**config.mk**
```make
export PLATFORM = sky130hd
export DESIGN_NAME = cer_top
export DESIGN_NICKNAME = d
export VERILOG_FILES = /design/src/rtl/cer_pkg.sv /design/src/rtl/cer_top.sv /design/src/rtl/cer_crc_step.sv
export SDC_FILE = /design/constraint.sdc
export NUM_CORES = 1
export LEC_CHECK = 0
export ABC_AREA = 1
export BUFFER_PORTS_ARGS = -buffer_cell sky130_fd_sc_hd__buf_2
export CAP_MARGIN = 20
export CORE_MARGIN = 4
export CORE_UTILIZATION = 35
export CTS_CLUSTER_DIAMETER = 120
export CTS_CLUSTER_SIZE = 40
export DETAILED_ROUTE_END_ITERATION = 8
export MAX_ROUTING_LAYER = met4
export PLACE_DENSITY_LB_ADDON = 0.1
export SLEW_MARGIN = 40
export SYNTH_ARGS = -nofsm -noshare
export SYNTH_HDL_FRONTEND = slang
export SYNTH_SLANG_ARGS = --single-unit
```
**constraint.sdc**
```tcl
create_clock -name aclk -period 3.05 [get_ports aclk]
set_clock_uncertainty 0.15 [all_clocks]
set_input_delay 0.4575 -clock aclk [delete_from_list [all_inputs] [get_ports aclk]]
set_output_delay 0.4575 -clock aclk [all_outputs]
set_load 0.02 [all_outputs]
```
**src/rtl/cer_pkg.sv**
```systemverilog
// constants shared by the crc engine and its register bank
// assumes a 32-bit axi4-lite slave port with a 4-bit byte address
package cer_pkg;

	typedef logic [31:0] cer_word_t;
	typedef logic [3:0] cer_addr_t;
	typedef logic [3:0] cer_strb_t;
	typedef logic [1:0] cer_resp_t;

	// ---------------------------------------------------------------
	// register offsets
	// ---------------------------------------------------------------
	localparam cer_addr_t CER_OFF_CONTROL = 4'h0;
	localparam cer_addr_t CER_OFF_DATA_INPUT = 4'h4;
	localparam cer_addr_t CER_OFF_POLYNOMIAL = 4'h8;
	localparam cer_addr_t CER_OFF_RESULT = 4'hc;

	// ---------------------------------------------------------------
	// crc_control field positions
	// ---------------------------------------------------------------
	localparam int CER_BIT_EN = 0;
	localparam int CER_BIT_DMA_EN = 1;
	localparam int CER_BIT_MSB = 2;
	localparam int CER_BIT_SWAP_IN = 3;
	localparam int CER_BIT_SWAP_OUT = 4;
	localparam int CER_BIT_BUSY = 16;
	localparam int CER_CONTROL_W = 5;

	// ---------------------------------------------------------------
	// reset values
	// ---------------------------------------------------------------
	localparam logic [4:0] CER_CONTROL_RESET = 5'h00;
	localparam cer_word_t CER_POLY_RESET = 32'hedb88320;
	localparam cer_word_t CER_RESULT_RESET = 32'h00000000;

	// ---------------------------------------------------------------
	// bits per access width, one bit folded per clock
	// ---------------------------------------------------------------
	localparam logic [5:0] CER_BITS_NONE = 6'h00;
	localparam logic [5:0] CER_BITS_BYTE = 6'h08;
	localparam logic [5:0] CER_BITS_HALF = 6'h10;
	localparam logic [5:0] CER_BITS_WORD = 6'h20;

	localparam cer_resp_t CER_RESP_OKAY = 2'h0;
	localparam cer_resp_t CER_RESP_SLVERR = 2'h2;

endpackage : cer_pkg

```
**src/rtl/cer_top.sv**
```systemverilog
// crc engine with its axi4-lite register bank and dma request
// assumes one clock, synchronous active-low reset, one write and one read at a time
//
// Notes on behaviour
// - output byte swap set presents the result with bytes reversed.
// - input byte swap clear consumes low byte first, set high byte first.
// - bit order clear feeds lsb first, set feeds msb first (reflected).
// - with dma mode and enable set, request data whenever busy is low and no data input write is held.
// - byte write to the data input folds one byte; location write-only.
// - halfword write folds one halfword using the configured ordering.
// - word write folds a full word; access width sets bit count.
// - result register loads the start remainder, holds running result.
// - control fields reset to zero; reserved bits read zero.
// - busy stays high while folding and clears once the result is valid.
// - result read is raw, reflected, swapped, or reflected then swapped.
`timescale 1ns/1ns
`default_nettype none

module cer_top (
	input wire logic aclk, // bus clock, 50 MHz
	input wire logic aresetn, // synchronous reset, active low
	input wire cer_pkg::cer_addr_t s_axi_awaddr, // write address
	input wire logic [2:0] s_axi_awprot, // unused
	input wire logic s_axi_awvalid, // write address valid
	output logic s_axi_awready, // write address ready
	input wire cer_pkg::cer_word_t s_axi_wdata, // write data
	input wire cer_pkg::cer_strb_t s_axi_wstrb, // byte lanes
	input wire logic s_axi_wvalid, // write data valid
	output logic s_axi_wready, // write data ready
	output cer_pkg::cer_resp_t s_axi_bresp, // write response
	output logic s_axi_bvalid, // write response valid
	input wire logic s_axi_bready, // write response ready
	input wire cer_pkg::cer_addr_t s_axi_araddr, // read address
	input wire logic [2:0] s_axi_arprot, // unused
	input wire logic s_axi_arvalid, // read address valid
	output logic s_axi_arready, // read address ready
	output cer_pkg::cer_word_t s_axi_rdata, // read data
	output cer_pkg::cer_resp_t s_axi_rresp, // read response
	output logic s_axi_rvalid, // read data valid
	input wire logic s_axi_rready, // read data ready
	output logic dma_req, // level, asks the dma for the next word
	output logic crc_busy // mirror of the busy flag
);
	import cer_pkg::*;

	// ---------------------------------------------------------------
	// decoding helpers
	// ---------------------------------------------------------------
	function automatic logic cer_addr_ok(input cer_addr_t a);
		return a[1:0] == 2'h0;
	endfunction : cer_addr_ok

	// access width from the byte strobes; odd patterns fold nothing
	function automatic logic [5:0] cer_strobe_bits(input cer_strb_t s);
		case (s)
			4'h1, 4'h2, 4'h4, 4'h8: return CER_BITS_BYTE;
			4'h3, 4'hc: return CER_BITS_HALF;
			4'hf: return CER_BITS_WORD;
			default: return CER_BITS_NONE;
		endcase
	endfunction : cer_strobe_bits

	// right-justify the active lanes
	function automatic cer_word_t cer_lane_data(input cer_word_t d, input cer_strb_t s);
		case (s)
			4'h2: return {24'h000000, d[15:8]};
			4'h4: return {24'h000000, d[23:16]};
			4'h8: return {24'h000000, d[31:24]};
			4'hc: return {16'h0000, d[31:16]};
			default: return d;
		endcase
	endfunction : cer_lane_data

	// serial order: bit 0 of the result is fed first
	function automatic cer_word_t cer_order_bits(input cer_word_t d, input logic [5:0] nbits,
			input logic swap_in, input logic msb_first);
		cer_word_t r;
		int nb;
		int lane;
		int bsel;
		r = 32'h00000000;
		nb = int'(nbits) / 8;
		for (int k = 0; k < 4; k++) begin
			for (int j = 0; j < 8; j++) begin
				if (k < nb) begin
					lane = swap_in ? (nb - 1 - k) : k;
					bsel = msb_first ? (7 - j) : j;
					r[k * 8 + j] = d[lane * 8 + bsel];
				end
			end
		end
		return r;
	endfunction : cer_order_bits

	// presentation of the remainder on read
	function automatic cer_word_t cer_shape(input cer_word_t v, input logic refl, input logic swap);
		cer_word_t r;
		r = v;
		if (refl) begin
			for (int i = 0; i < 32; i++) begin
				r[i] = v[31 - i];
			end
		end
		if (swap) begin
			r = {r[7:0], r[15:8], r[23:16], r[31:24]};
		end
		return r;
	endfunction : cer_shape

	// ---------------------------------------------------------------
	// state
	// ---------------------------------------------------------------
	cer_addr_t aw_addr;
	logic aw_held;
	cer_word_t w_data;
	cer_strb_t w_strb;
	logic w_held;
	logic [4:0] control;
	cer_word_t poly;
	cer_word_t crc;
	cer_word_t seq;
	logic [5:0] bits_left;
	logic busy;
	cer_word_t next_crc;
	cer_word_t din_lane;
	logic [5:0] din_bits;
	logic write_go;
	logic din_go;

	assign write_go = aw_held && w_held && !s_axi_bvalid;
	assign din_lane = cer_lane_data(w_data, w_strb);
	assign din_bits = cer_strobe_bits(w_strb);
	// writes while busy or disabled are dropped rather than corrupting the fold
	assign din_go = write_go && aw_addr == CER_OFF_DATA_INPUT && control[CER_BIT_EN] && !busy
		&& din_bits != CER_BITS_NONE;

	// ---------------------------------------------------------------
	// write channel
	// ---------------------------------------------------------------
	// address and data are taken in either order; readies return after the response
	always_ff @(posedge aclk) begin
		if (!aresetn) begin
			s_axi_awready <= 1'b1;
			s_axi_wready <= 1'b1;
			aw_held <= 1'b0;
			w_held <= 1'b0;
			aw_addr <= 4'h0;
			w_data <= 32'h00000000;
			w_strb <= 4'h0;
			s_axi_bvalid <= 1'b0;
			s_axi_bresp <= CER_RESP_OKAY;
		end else begin
			if (s_axi_awvalid && s_axi_awready) begin
				aw_addr <= s_axi_awaddr;
				aw_held <= 1'b1;
				s_axi_awready <= 1'b0;
			end
			if (s_axi_wvalid && s_axi_wready) begin
				w_data <= s_axi_wdata;
				w_strb <= s_axi_wstrb;
				w_held <= 1'b1;
				s_axi_wready <= 1'b0;
			end
			if (write_go) begin
				aw_held <= 1'b0;
				w_held <= 1'b0;
				s_axi_bvalid <= 1'b1;
				s_axi_bresp <= cer_addr_ok(aw_addr) ? CER_RESP_OKAY : CER_RESP_SLVERR;
			end
			if (s_axi_bvalid && s_axi_bready) begin
				s_axi_bvalid <= 1'b0;
				s_axi_awready <= 1'b1;
				s_axi_wready <= 1'b1;
			end
		end
	end

	// ---------------------------------------------------------------
	// control and polynomial registers
	// ---------------------------------------------------------------
	always_ff @(posedge aclk) begin
		if (!aresetn) begin
			control <= CER_CONTROL_RESET;
		end else if (write_go && aw_addr == CER_OFF_CONTROL && w_strb[0]) begin
			control <= w_data[CER_CONTROL_W-1:0];
		end
	end

	always_ff @(posedge aclk) begin
		if (!aresetn) begin
			poly <= CER_POLY_RESET;
		end else if (write_go && aw_addr == CER_OFF_POLYNOMIAL) begin
			for (int b = 0; b < 4; b++) begin
				if (w_strb[b]) begin
					poly[b * 8 +: 8] <= w_data[b * 8 +: 8];
				end
			end
		end
	end

	// ---------------------------------------------------------------
	// crc engine, one bit per clock
	// ---------------------------------------------------------------
	cer_crc_step u_step (
		.crc_in(crc),
		.poly(poly),
		.data_bit(seq[0]),
		.msb_first(control[CER_BIT_MSB]),
		.crc_out(next_crc)
	);

	// result writes during a fold are dropped; the host only touches it idle
	always_ff @(posedge aclk) begin
		if (!aresetn) begin
			crc <= CER_RESULT_RESET;
			seq <= 32'h00000000;
			bits_left <= CER_BITS_NONE;
			busy <= 1'b0;
		end else if (din_go) begin
			seq <= cer_order_bits(din_lane, din_bits, control[CER_BIT_SWAP_IN], control[CER_BIT_MSB]);
			bits_left <= din_bits;
			busy <= 1'b1;
		end else if (busy) begin
			crc <= next_crc;
			seq <= {1'b0, seq[31:1]};
			bits_left <= bits_left - 6'h01;
			if (bits_left == 6'h01) begin
				busy <= 1'b0;
			end
		end else if (write_go && aw_addr == CER_OFF_RESULT) begin
			for (int b = 0; b < 4; b++) begin
				if (w_strb[b]) begin
					crc[b * 8 +: 8] <= w_data[b * 8 +: 8];
				end
			end
		end
	end

	assign crc_busy = busy;

	// ---------------------------------------------------------------
	// dma request
	// ---------------------------------------------------------------
	// dropped as soon as a data address is held so one request yields one word
	always_ff @(posedge aclk) begin
		if (!aresetn) begin
			dma_req <= 1'b0;
		end else begin
			dma_req <= control[CER_BIT_EN] && control[CER_BIT_DMA_EN] && !busy && !din_go
				&& !(aw_held && aw_addr == CER_OFF_DATA_INPUT);
		end
	end

	// ---------------------------------------------------------------
	// read channel
	// ---------------------------------------------------------------
	always_ff @(posedge aclk) begin
		if (!aresetn) begin
			s_axi_arready <= 1'b1;
			s_axi_rvalid <= 1'b0;
			s_axi_rdata <= 32'h00000000;
			s_axi_rresp <= CER_RESP_OKAY;
		end else if (s_axi_arvalid && s_axi_arready) begin
			s_axi_arready <= 1'b0;
			s_axi_rvalid <= 1'b1;
			s_axi_rresp <= cer_addr_ok(s_axi_araddr) ? CER_RESP_OKAY : CER_RESP_SLVERR;
			case (s_axi_araddr)
				CER_OFF_CONTROL: s_axi_rdata <= 32'(control) | (32'(busy) << CER_BIT_BUSY);
				CER_OFF_POLYNOMIAL: s_axi_rdata <= poly;
				CER_OFF_RESULT: s_axi_rdata <= cer_shape(crc, control[CER_BIT_MSB],
					control[CER_BIT_SWAP_OUT]);
				default: s_axi_rdata <= 32'h00000000;
			endcase
		end else if (s_axi_rvalid && s_axi_rready) begin
			s_axi_rvalid <= 1'b0;
			s_axi_arready <= 1'b1;
		end
	end

	logic ar_take;
	assign ar_take = s_axi_arvalid && s_axi_arready;
endmodule : cer_top

`default_nettype wire

```
**src/rtl/cer_crc_step.sv**
```systemverilog
// one-bit step of the crc generator, combinational
// assumes the caller registers the result and feeds one bit per clock
`timescale 1ns/1ns
`default_nettype none

module cer_crc_step (
	input wire cer_pkg::cer_word_t crc_in, // running remainder
	input wire cer_pkg::cer_word_t poly, // polynomial, top term implied
	input wire logic data_bit, // next data bit
	input wire logic msb_first, // 1: left-justified, shift left
	output cer_pkg::cer_word_t crc_out // remainder after this bit
);
	import cer_pkg::*;

	logic feedback;

	always_comb begin
		if (msb_first) begin
			// implied top term sits just above bit 31
			feedback = crc_in[31] ^ data_bit;
			crc_out = {crc_in[30:0], 1'b0} ^ (feedback ? poly : 32'h00000000);
		end else begin
			// reversed polynomial, implied term just below bit 0
			feedback = crc_in[0] ^ data_bit;
			crc_out = {1'b0, crc_in[31:1]} ^ (feedback ? poly : 32'h00000000);
		end
	end

endmodule : cer_crc_step

`default_nettype wire

```
==> results of run 1 <==
through the flow:
stage,utilization,cell area (um2),setup WS (ns),cells
after floorplan,-,11000,0.541,1701
after global placement,0.383,11800,0.366,2109
after detailed placement,0.383,11800,0.338,2109
after CTS,0.402,12400,0.320,2141
after global routing,0.402,12400,0.101,2141
final,0.402,12400,0.370,2141
sequential cells by signal, summed over array words and instances (netlist names):
| name | flops |
|---|---|
| aw_addr | 4 |
| aw_held | 1 |
| s_axi_wready | 1 |
| crc_busy | 1 |
| s_axi_awready | 1 |
| crc | 32 |
| s_axi_bresp | 1 |
| s_axi_bvalid | 1 |
| s_axi_rresp | 1 |
| s_axi_rvalid | 1 |
| poly | 32 |
| w_data | 32 |
| s_axi_rdata | 32 |
| dma_req | 1 |
| w_strb | 4 |
| w_held | 1 |
| control | 5 |
| bits_left | 6 |
| seq | 32 |
| s_axi_arready | 1 |
tightest hold or removal path, stage by stage:
cell and delay (ns):
buf_2 0.07, o21ai_0 0.07, nor2_1 0.08
metal layers:
metal,vias up,wire length [um]
li1,5880,-
met1,5527,20400
met2,419,17900
met3,47,2450
met4,0,924
met5,-,0
cell usage in the layout (no fill, tap or decap), types with 29 or more instances in the layout:
cell	Yosys	final
inv_1	125	123
nand2_1	302	301
nand3_1	198	198
buf_2	20	90
a21oi_1	222	222
o211ai_1	29	29
nor2_1	86	86
dfxtp_1	190	187
buf_4	3	34
o21ai_0	301	301
report_power, final:
part	total, mW	switching [mW]	internal [mW]
sequential	2.63	0.0871	2.54
combinational	0.690	0.494	0.196
clock	2.31	1.20	1.11
timing repair:
item | CTS | global route
setup endpoints to repair | 0 | 1
buffers inserted | 0 | 0
endpoints found under the hold margin | 0 | 0
resized for setup | 0 | 1
final timing paths:
kind | endpoint | slack [ns] | cells after the start
setup reg to reg | seq[10] | 0.37 | 13
hold reg to reg | s_axi_rdata[17] | 0.31 | 2
setup / recovery | seq[10] | 0.37 | 13
hold / removal | aw_addr[1] | 0.10 | 3
cell families after synthesis:
| kind of cell | count (synthesis) | share of synthesized area |
|---|---|---|
| adders and majority gates | 5 | 0.00568 |
| DFF | 190 | 0.345 |
| buffers and inverters | 248 | 0.0891 |
| AOI/OAI and AO/OA | 609 | 0.295 |
| xor gates and xnor gates | 21 | 0.0167 |
| other | 1 | 0.000340 |
| and+or+nand+nor | 626 | 0.248 |
layout make-up:
type / count / area [um2] / area share
clock inverters: 15 / 164 / 0.0132
well taps: 396 / 495 / 0.0400
inverters: 134 / 503 / 0.0406
clock buffers: 17 / 425 / 0.0343
repair buffers: 126 / 746 / 0.0602
flip-flops and latches: 190 / 3810 / 0.308
multi-input cells: 1263 / 6240 / 0.504
==> impl_metrics.csv, run 1 <==
group,metric,value,unit
timing,tns,0,ns
setup_path,crit_required,3.29,ns
setup_path,critical_path.top_delay_family,"compound AO/OA/AOI/OAI gates",
global_routing,grt_use_met1,0.358,
timing,worst-slew-pin-transition,0.832,ns
clocking,numCtsBuffers,17,
clocking,cts.clk_slew.worst_paths,0.08,ns
logic_synthesis,synth_warnings,0,
detailed_routing,drt-initial-drc-count,1097,
logic_synthesis,yosys.area.top_type,"dfxtp_1",
setup_path,critPathMaxFanout,8,
timing,slew_viol_final,0,
floorplan,fp-row-count,64,
floorplan,die_height,185,um
detailed_routing,wl_per_cell,19.4,um
setup_path,cp_cell_sequence,"inv_1 -> nand2_1 -> nand3_1 -> nand3_2 -> inv_1 -> ha_1 -> o21ai_1 -> nand2_1 -> inv_2 -> o21ai_1 -> a21oi_1 -> nand2_1 -> a21oi_1",
logic_synthesis,syn_area_per_cell,6.48,um2
cells_and_area,area_growth_syn_to_layout,12.4,%
setup_path,cp_num_buf_inv,3,
clocking,clockBufferDepth,2,
placed_design,dp_hpwl,30.0,mm
logic_synthesis,syn_inst,1700,
floorplan,initial_utilization,0.357,
timing,setup_viol,0,
setup_path,crit_type,"reg2reg",
placed_design,io_buffers,91,
logic_synthesis,yosysSeqAreaShare,0.345,
setup_path,crit_top_cell,"nand2_1",
clocking,ctsRootBufferMaster,"clkbuf_16",
hold_path,hold_start,"s_axi_awaddr[1]",
power_and_ir_drop,leakage,4.71,nW
setup_path,cp_slowest_stage_delay,0.55,ns
global_routing,use_met3,0.0310,
timing,final_hold_viol_count,0,
clocking,clk_latency,0.46,ns
timing,layout_min_cycle_time,2.68,ns
timing,fmax,373,MHz
clocking,cts_max_level,4,
logic_synthesis,synth-main-ff-cell,"dfxtp_1",
power_and_ir_drop,fin_total_pwr,5.63,mW
global_routing,overflow,0,
timing,period_share,0.879,
setup_path,crit_start,"w_strb[0]",
detailed_routing,vias,11900,
timing,slew_headroom,0.445,
global_routing,grt_usage,0.247,
floorplan,ioPinCount,100,
clocking,cts_sinks,190,
detailed_routing,postRouteAntennaNets,0,
timing,rsz0062_at_grt,"false",
global_routing,first_global_vias,10800,
global_routing,grt_pass1_wl,64.3,mm
setup_path,critPathCaptureType,"flop",
floorplan,core,0.0308,mm2
global_routing,busiest_layer,"met2",
setup_path,crit_slowest_cell,"dfxtp_1",
detailed_routing,drc,0,
floorplan,die_w,185,um
floorplan,dieArea,0.0344,mm2
cells_and_area,fillers,3310,
logic_synthesis,syn-cell-area,0.0110,mm2
power_and_ir_drop,power_density,454,mW/mm2
logic_synthesis,synth_top_area_share,0.345,
logic_synthesis,synth-edff-count,0,
hold_path,hold_path_class,"in2reg",
logic_synthesis,async_flop_share,0,
cells_and_area,final_net_count,1794,
placed_design,gp_congestion,0.970,
logic_synthesis,synth_cell_types,39,
global_routing,grt_max_degree,125,
global_routing,use_met2,0.362,
clocking,cts-hold-fix-buffers,0,
power_and_ir_drop,irDropWorstVdd,0.384,mV
logic_synthesis,synthTopCellsByArea,"dfxtp_1 (35%), o21ai_0 (14%), nand2_1 (10%)",
setup_path,worst_setup_path_start_kind,"flop",
logic_synthesis,ys_top_cells_by_count,"nand2_1 (302), o21ai_0 (301), a21oi_1 (222)",
clocking,cts_tree,"done",
logic_synthesis,synth_seq_cells,190,
cells_and_area,diodes,0,
detailed_routing,drt-total-wl,41.6,mm
detailed_routing,drt-pass1-iter-count,6,
detailed_routing,vias_per_cell,5.55,
setup_path,worstReg2RegStart,"w_strb[0]",
run,maxCapViolations,0,
setup_path,arrival,2.92,ns
cells_and_area,layout-drive-gt1-share,0.121,
timing,timing.hold.ws,0.105,ns
outcome,status,"finished clean",
global_routing,antenna_found_initial,0,
logic_synthesis,synth_most_common_cell,"nand2_1",
No activity file was read; power rests on OpenSTA's default activity.
==> run 2, diff against run 1 <==
Settings changed: CORE_ASPECT_RATIO set to 0.6, CORE_UTILIZATION 35 to 26.
==> impl_metrics.csv, run 2 (synthesized netlist as in run 1, its figures left out) <==
group,metric,value,unit
outcome,status,"finished clean",
cells_and_area,diodes,0,
detailed_routing,vias,12000,
cells_and_area,seq_area,0.00381,mm2
clocking,clockBufferDepth,2,
run,maxCapViolations,0,
setup_path,cp_slowest_stage_delay,0.39,ns
clocking,cts.clk_slew.worst_paths,0.08,ns
detailed_routing,wl_per_cell,20.0,um
timing,tns,0,ns
global_routing,first_global_vias,11300,
timing,setup_viol,0,
placed_design,dpl_worst_slack,0.0844,ns
timing,rsz0062_at_grt,"false",
floorplan,die_w,274,um
detailed_routing,drt-pass1-iter-count,5,
placed_design,dp_hpwl,35.2,mm
setup_path,crit_required,3.30,ns
setup_path,crit_top_cell,"nand2_1",
clocking,cts_sinks,190,
timing,slew_headroom,0.372,
cells_and_area,area_growth_syn_to_layout,15.5,%
floorplan,initial_utilization,0.263,
clocking,clk_latency,0.46,ns
power_and_ir_drop,irDropWorstVdd,0.347,mV
detailed_routing,drt-total-wl,46.5,mm
global_routing,grt_pass1_wl,70.9,mm
timing,layout_min_cycle_time,2.78,ns
cells_and_area,layout-drive-gt1-share,0.123,
cells_and_area,final_common_cell,"nand2_1",
power_and_ir_drop,leakage,4.77,nW
detailed_routing,drc,0,
setup_path,cp_cell_sequence,"inv_1 -> nor2_4 -> nand2_1 -> nand3_2 -> inv_1 -> ha_1 -> o21ai_1 -> nand2_1 -> inv_2 -> nand2_2 -> a21oi_1 -> nand2_1 -> a21oi_2",
global_routing,grt_max_degree,89,
cells_and_area,most-common-layout-cells,"nand2_1 (301), o21ai_0 (299), a21oi_1 (222)",
global_routing,antenna_found_initial,0,
placed_design,io_buffers,91,
clocking,cts_max_level,4,
clocking,cts-hold-fix-buffers,0,
floorplan,ioPinCount,100,
timing,final_hold_viol_count,0,
cells_and_area,multi_input_area,0.00626,mm2
setup_path,critPathMaxFanout,17,
hold_path,min_path_cells,3,
clocking,ctsRootBufferMaster,"clkbuf_16",
setup_path,crit_type,"reg2reg",
timing,fmax,359,MHz
placed_design,gp_congestion,0.919,
global_routing,grt_usage,0.208,
global_routing,overflow,0,
clocking,numCtsBuffers,17,
setup_path,crit_slowest_cell,"dfxtp_1",
timing,fin_ws,0.267,ns
floorplan,die_height,167,um
floorplan,core,0.0419,mm2
hold_path,hold_path_class,"in2reg",
detailed_routing,drt-initial-drc-count,1075,
cells_and_area,fillers,4692,
floorplan,dieArea,0.0458,mm2
clocking,cts_tree,"done",
floorplan,fp-row-count,58,
detailed_routing,vias_per_cell,5.16,
setup_path,arrival,3.03,ns
timing,period_share,0.912,
cells_and_area,final_net_count,1804,
detailed_routing,postRouteAntennaNets,0,
power_and_ir_drop,power_density,451,mW/mm2
timing,worst-slew-pin-transition,0.933,ns
setup_path,worst_setup_path_start_kind,"flop",
timing,slew_viol_final,0,
setup_path,reg2reg_depth,13,
setup_path,critPathCaptureType,"flop",
[run 2: changes by cell type in the layout (fill, tap and decap cells not counted), sizes merged]
| cell | delta |
|---|---|
| inv | -8 |
| clkbuf | +5 |
| clkinv | -1 |
| clkinvlp | +1 |
| buf | +10 |
| bufinv | +3 |
[run 2: per-stage QoR]
| step | util | hold slack, ns | std cells | power (mW) | cell area, um2 |
|---|---|---|---|---|---|
| after detailed placement | 0.289 | 0.305 | 2292 | 3.39 | 12100 |
| after CTS | 0.303 | 0.0757 | 2324 | 5.78 | 12700 |
| final | 0.304 | 0.0983 | 2325 | 5.74 | 12700 |
| after floorplan | - | 0.293 | 1701 | 3.10 | 11000 |
| after global placement | 0.289 | 0.302 | 2292 | 3.38 | 12100 |
| after global routing | 0.304 | 0.114 | 2325 | 5.96 | 12700 |
[run 2: layout make-up]
class / instances / area share
tap: 570 / 0.0560
timing repair buffer: 136 / 0.0675
clock inverter: 10 / 0.0109
sequential: 190 / 0.299
clock buffer: 22 / 0.0349
inverter: 134 / 0.0395
multi-input combinational: 1263 / 0.492
[run 2: repair_timing]
| item | 4_1_cts | 5_1_grt |
|---|---|---|
| resized for setup | 0 | 2 |
| buffers inserted | 0 | 1 |
| setup endpoints to repair | 0 | 33 |
[run 2: layer usage]
layer  vias to the layer above  track usage  part of all wire
li1                       5893            -                 -
met2                       344        0.262              0.38
met4                         0       0.0378             0.012
met5                         -            -                 0
met3                        27       0.0437             0.063
met1                      5735        0.330              0.55
[run 2: path summary, 6_finish.rpt]
kind / startpoint / endpoint / slack, ns
worst max-delay path: w_strb[3] / seq[22] / 0.27
worst min-delay path: s_axi_awaddr[1] / aw_addr[1] / 0.1
worst max register to register: w_strb[3] / seq[22] / 0.27
worst min register to register: s_axi_rdata[0] / s_axi_rdata[0] / 0.31
[run 2: worst max-delay path: cells and delay by family, from the launching register on]
kind | cells | cell delay (ns)
simple gates | 6 | 1.15
fa+ha+maj | 1 | 0.19
buf+inv | 3 | 0.43
compound gates | 3 | 0.40
flops | 1 | 0.39
[run 2: power by group]
part	internal [mW]	total, mW	switching, mW
combinational	0.205	0.719	0.514
clock	1.29	2.40	1.10
sequential	2.54	2.63	0.0890
total	4.04	5.74	1.70
==> run 3, diff against run 2 <==
Settings changed: ABC_AREA 1 to not set.
Clock period 3.05 ns to 2.7 ns, I/O delays scaled along.
==> impl_metrics.csv, run 3 <==
group,metric,value,unit
detailed_routing,postRouteAntennaNets,0,
setup_path,crit_required,2.89,ns
timing,slew_viol_final,0,
cells_and_area,area_growth_syn_to_layout,23.2,%
clocking,cts.clk_slew.worst_paths,0.07,ns
detailed_routing,drt-initial-drc-count,1204,
global_routing,grt_pass1_wl,72.3,mm
logic_synthesis,synth-edff-count,0,
detailed_routing,vias,11800,
detailed_routing,drt-pass1-iter-count,5,
timing,period_share,0.986,
hold_path,hold_path_class,"in2reg",
floorplan,initial_utilization,0.265,
cells_and_area,diodes,0,
floorplan,core,0.0438,mm2
timing,rsz0062_at_grt,"true",
logic_synthesis,synth_most_common_cell,"nand2_1",
detailed_routing,drt-total-wl,49.3,mm
placed_design,gp_congestion,0.841,
logic_synthesis,syn_inst,1504,
run,maxCapViolations,0,
setup_path,crit_type,"reg2reg",
global_routing,grt_usage,0.206,
logic_synthesis,yosys.area.top_type,"dfxtp_1",
timing,layout_min_cycle_time,2.66,ns
cells_and_area,most-common-layout-cells,"nand2_1 (238), dfxtp_1 (184), a21oi_1 (178)",
outcome,status,"finished clean",
setup_path,critPathMaxFanout,24,
logic_synthesis,synth_cell_types,70,
power_and_ir_drop,fin_total_pwr,6.34,mW
clocking,numCtsBuffers,17,
setup_path,crit_start,"w_strb[2]",
detailed_routing,vias_per_cell,5.32,
setup_path,crit_top_cell,"buf_4",
global_routing,first_global_vias,10600,
setup_path,critPathCaptureType,"flop",
timing,worst-slew-pin-transition,0.650,ns
clocking,cts_sinks,190,
hold_path,hold_start,"s_axi_wdata[0]",
cells_and_area,fillers,4684,
clocking,ctsRootBufferMaster,"clkbuf_16",
detailed_routing,wl_per_cell,22.2,um
setup_path,worstReg2RegStart,"w_strb[2]",
timing,final_hold_viol_count,0,
clocking,clk_latency,0.46,ns
detailed_routing,drc,0,
setup_path,critical_path.top_delay_family,"compound AO/OA/AOI/OAI gates",
floorplan,ioPinCount,100,
timing,tns,0,ns
placed_design,io_buffers,91,
setup_path,worst_setup_path_start_kind,"flop",
floorplan,die_height,172,um
logic_synthesis,ys_top_cells_by_count,"nand2_1 (240), dfxtp_1 (190), a21oi_1 (181)",
placed_design,post_dp_cell_area,0.0133,mm2
logic_synthesis,async_flop_share,0,
floorplan,die_w,281,um
logic_synthesis,synthTopCellsByArea,"dfxtp_1 (33%), mux2i_1 (9.0%), a21oi_1 (7.8%)",
logic_synthesis,syn-cell-area,0.0116,mm2
logic_synthesis,synth_warnings,0,
setup_path,cp_num_buf_inv,3,
cells_and_area,final_net_count,1688,
floorplan,fp-row-count,59,
logic_synthesis,yosysSeqAreaShare,0.327,
logic_synthesis,synth_top_area_share,0.327,
logic_synthesis,synth_seq_cells,190,
floorplan,dieArea,0.0483,mm2
setup_path,cp_slowest_stage_delay,0.40,ns
global_routing,grt_max_degree,89,
cells_and_area,fin_area,0.0143,mm2
cells_and_area,final_common_cell,"nand2_1",
setup_path,cp_cell_sequence,"buf_4 -> o21a_1 -> buf_4 -> o31ai_1 -> a32oi_2 -> buf_4 -> a221oi_1 -> a21oi_1",
setup_path,arrival,2.86,ns
placed_design,dp_hpwl,36.5,mm
clocking,clockBufferDepth,2,
cells_and_area,utilization,0.327,
power_and_ir_drop,power_density,443,mW/mm2
clocking,cts_max_level,4,
global_routing,overflow,0,
timing,setup_viol,0,
clocking,cts_tree,"done",
timing,slew_headroom,0.565,
logic_synthesis,syn_area_per_cell,7.73,um2
logic_synthesis,synth-main-ff-cell,"dfxtp_1",
setup_path,crit_slowest_cell,"o31ai_1",
power_and_ir_drop,irDropWorstVdd,0.404,mV
global_routing,antenna_found_initial,1,
timing,fmax,376,MHz
cells_and_area,layout-drive-gt1-share,0.223,
power_and_ir_drop,leakage,5.30,nW
[run 3: cell types whose count changed after synthesis, moves of 27 or more]
| cell | previous run | this run |
|---|---|---|
| inv_1 | 125 | 23 |
| o21ai_0 | 301 | 61 |
| a21oi_1 | 222 | 181 |
| a211oi_1 | 0 | 27 |
| nand2_1 | 302 | 240 |
| mux2i_1 | 0 | 104 |
| nand3_1 | 198 | 84 |
[run 3: stage by stage]
stage / cells / hold WS (ns) / setup slack [ns]
6_report: 2218 / 0.0322 / 0.0371
5_1_grt: 2218 / 0.0257 / -0.0517
3_3_place_gp: 2169 / 0.292 / -0.0681
4_1_cts: 2206 / 0.00861 / -0.00640
3_5_place_dp: 2169 / 0.293 / -0.0716
2_1_floorplan: 1505 / 0.291 / 0.00196
[run 3: cell type report]
class                   count  area [um2]  share of cell area
clock buffers              19         443              0.0309
well taps                 579         724              0.0506
multi-input cells        1157        7410               0.517
repair buffers            235        1700               0.119
clock inverters            13         125             0.00874
flip-flops and latches    190        3820               0.267
inverters                  25        95.1             0.00664
[run 3: worst paths after layout]
check	end	slack [ns]	cells after the start
setup / recovery	seq[26]	0.04	8
hold / removal	w_data[0]	0.03	3
setup reg to reg	seq[26]	0.04	8
hold reg to reg	s_axi_rdata[3]	0.30	2
[run 3: worst register-to-register path: cells and delay by family, from the launching register on]
family	cells	cell delay [ns]
compound gates	5	1.41
buf+inv	3	0.62
flops	1	0.38
[run 3: cells by family (layout without fill, tap and decap cells)]
family,Yosys count,count (layout),share of synthesized area
other,1,2,0.000323
adders and majority gates,5,5,0.00538
AOI/OAI and AO/OA,466,466,0.260
buffers and inverters,158,292,0.0575
xor gates and xnor gates,49,49,0.0369
DFF,190,190,0.327
muxes,129,129,0.114
and+or+nand+nor,506,506,0.199
[run 3: timing repair]
action | CTS | global route
hold buffers | 2 | 0
gates cloned | 0 | 3
pin swaps | 1 | 8
buffers inserted | 3 | 9
gates resized for setup | 4 | 50
endpoints found under the hold margin | 2 | 0
endpoints found under the setup margin | 22 | 28
[run 3: routing by layer]
metal  vias to the layer above  routed length [um]  GRT usage
li1                       5681                   -          -
met1                      5659               27800      0.346
met2                       431               16700      0.236
met3                        19                4480     0.0494
met4                         0                 298     0.0290
met5                         -                   0          -
[run 3: power breakdown]
part	internal (mW)	switching [mW]	leakage [nW]
Combinational	0.318	0.509	3.49
Sequential	2.84	0.0721	1.54
Clock	1.25	1.36	0.276
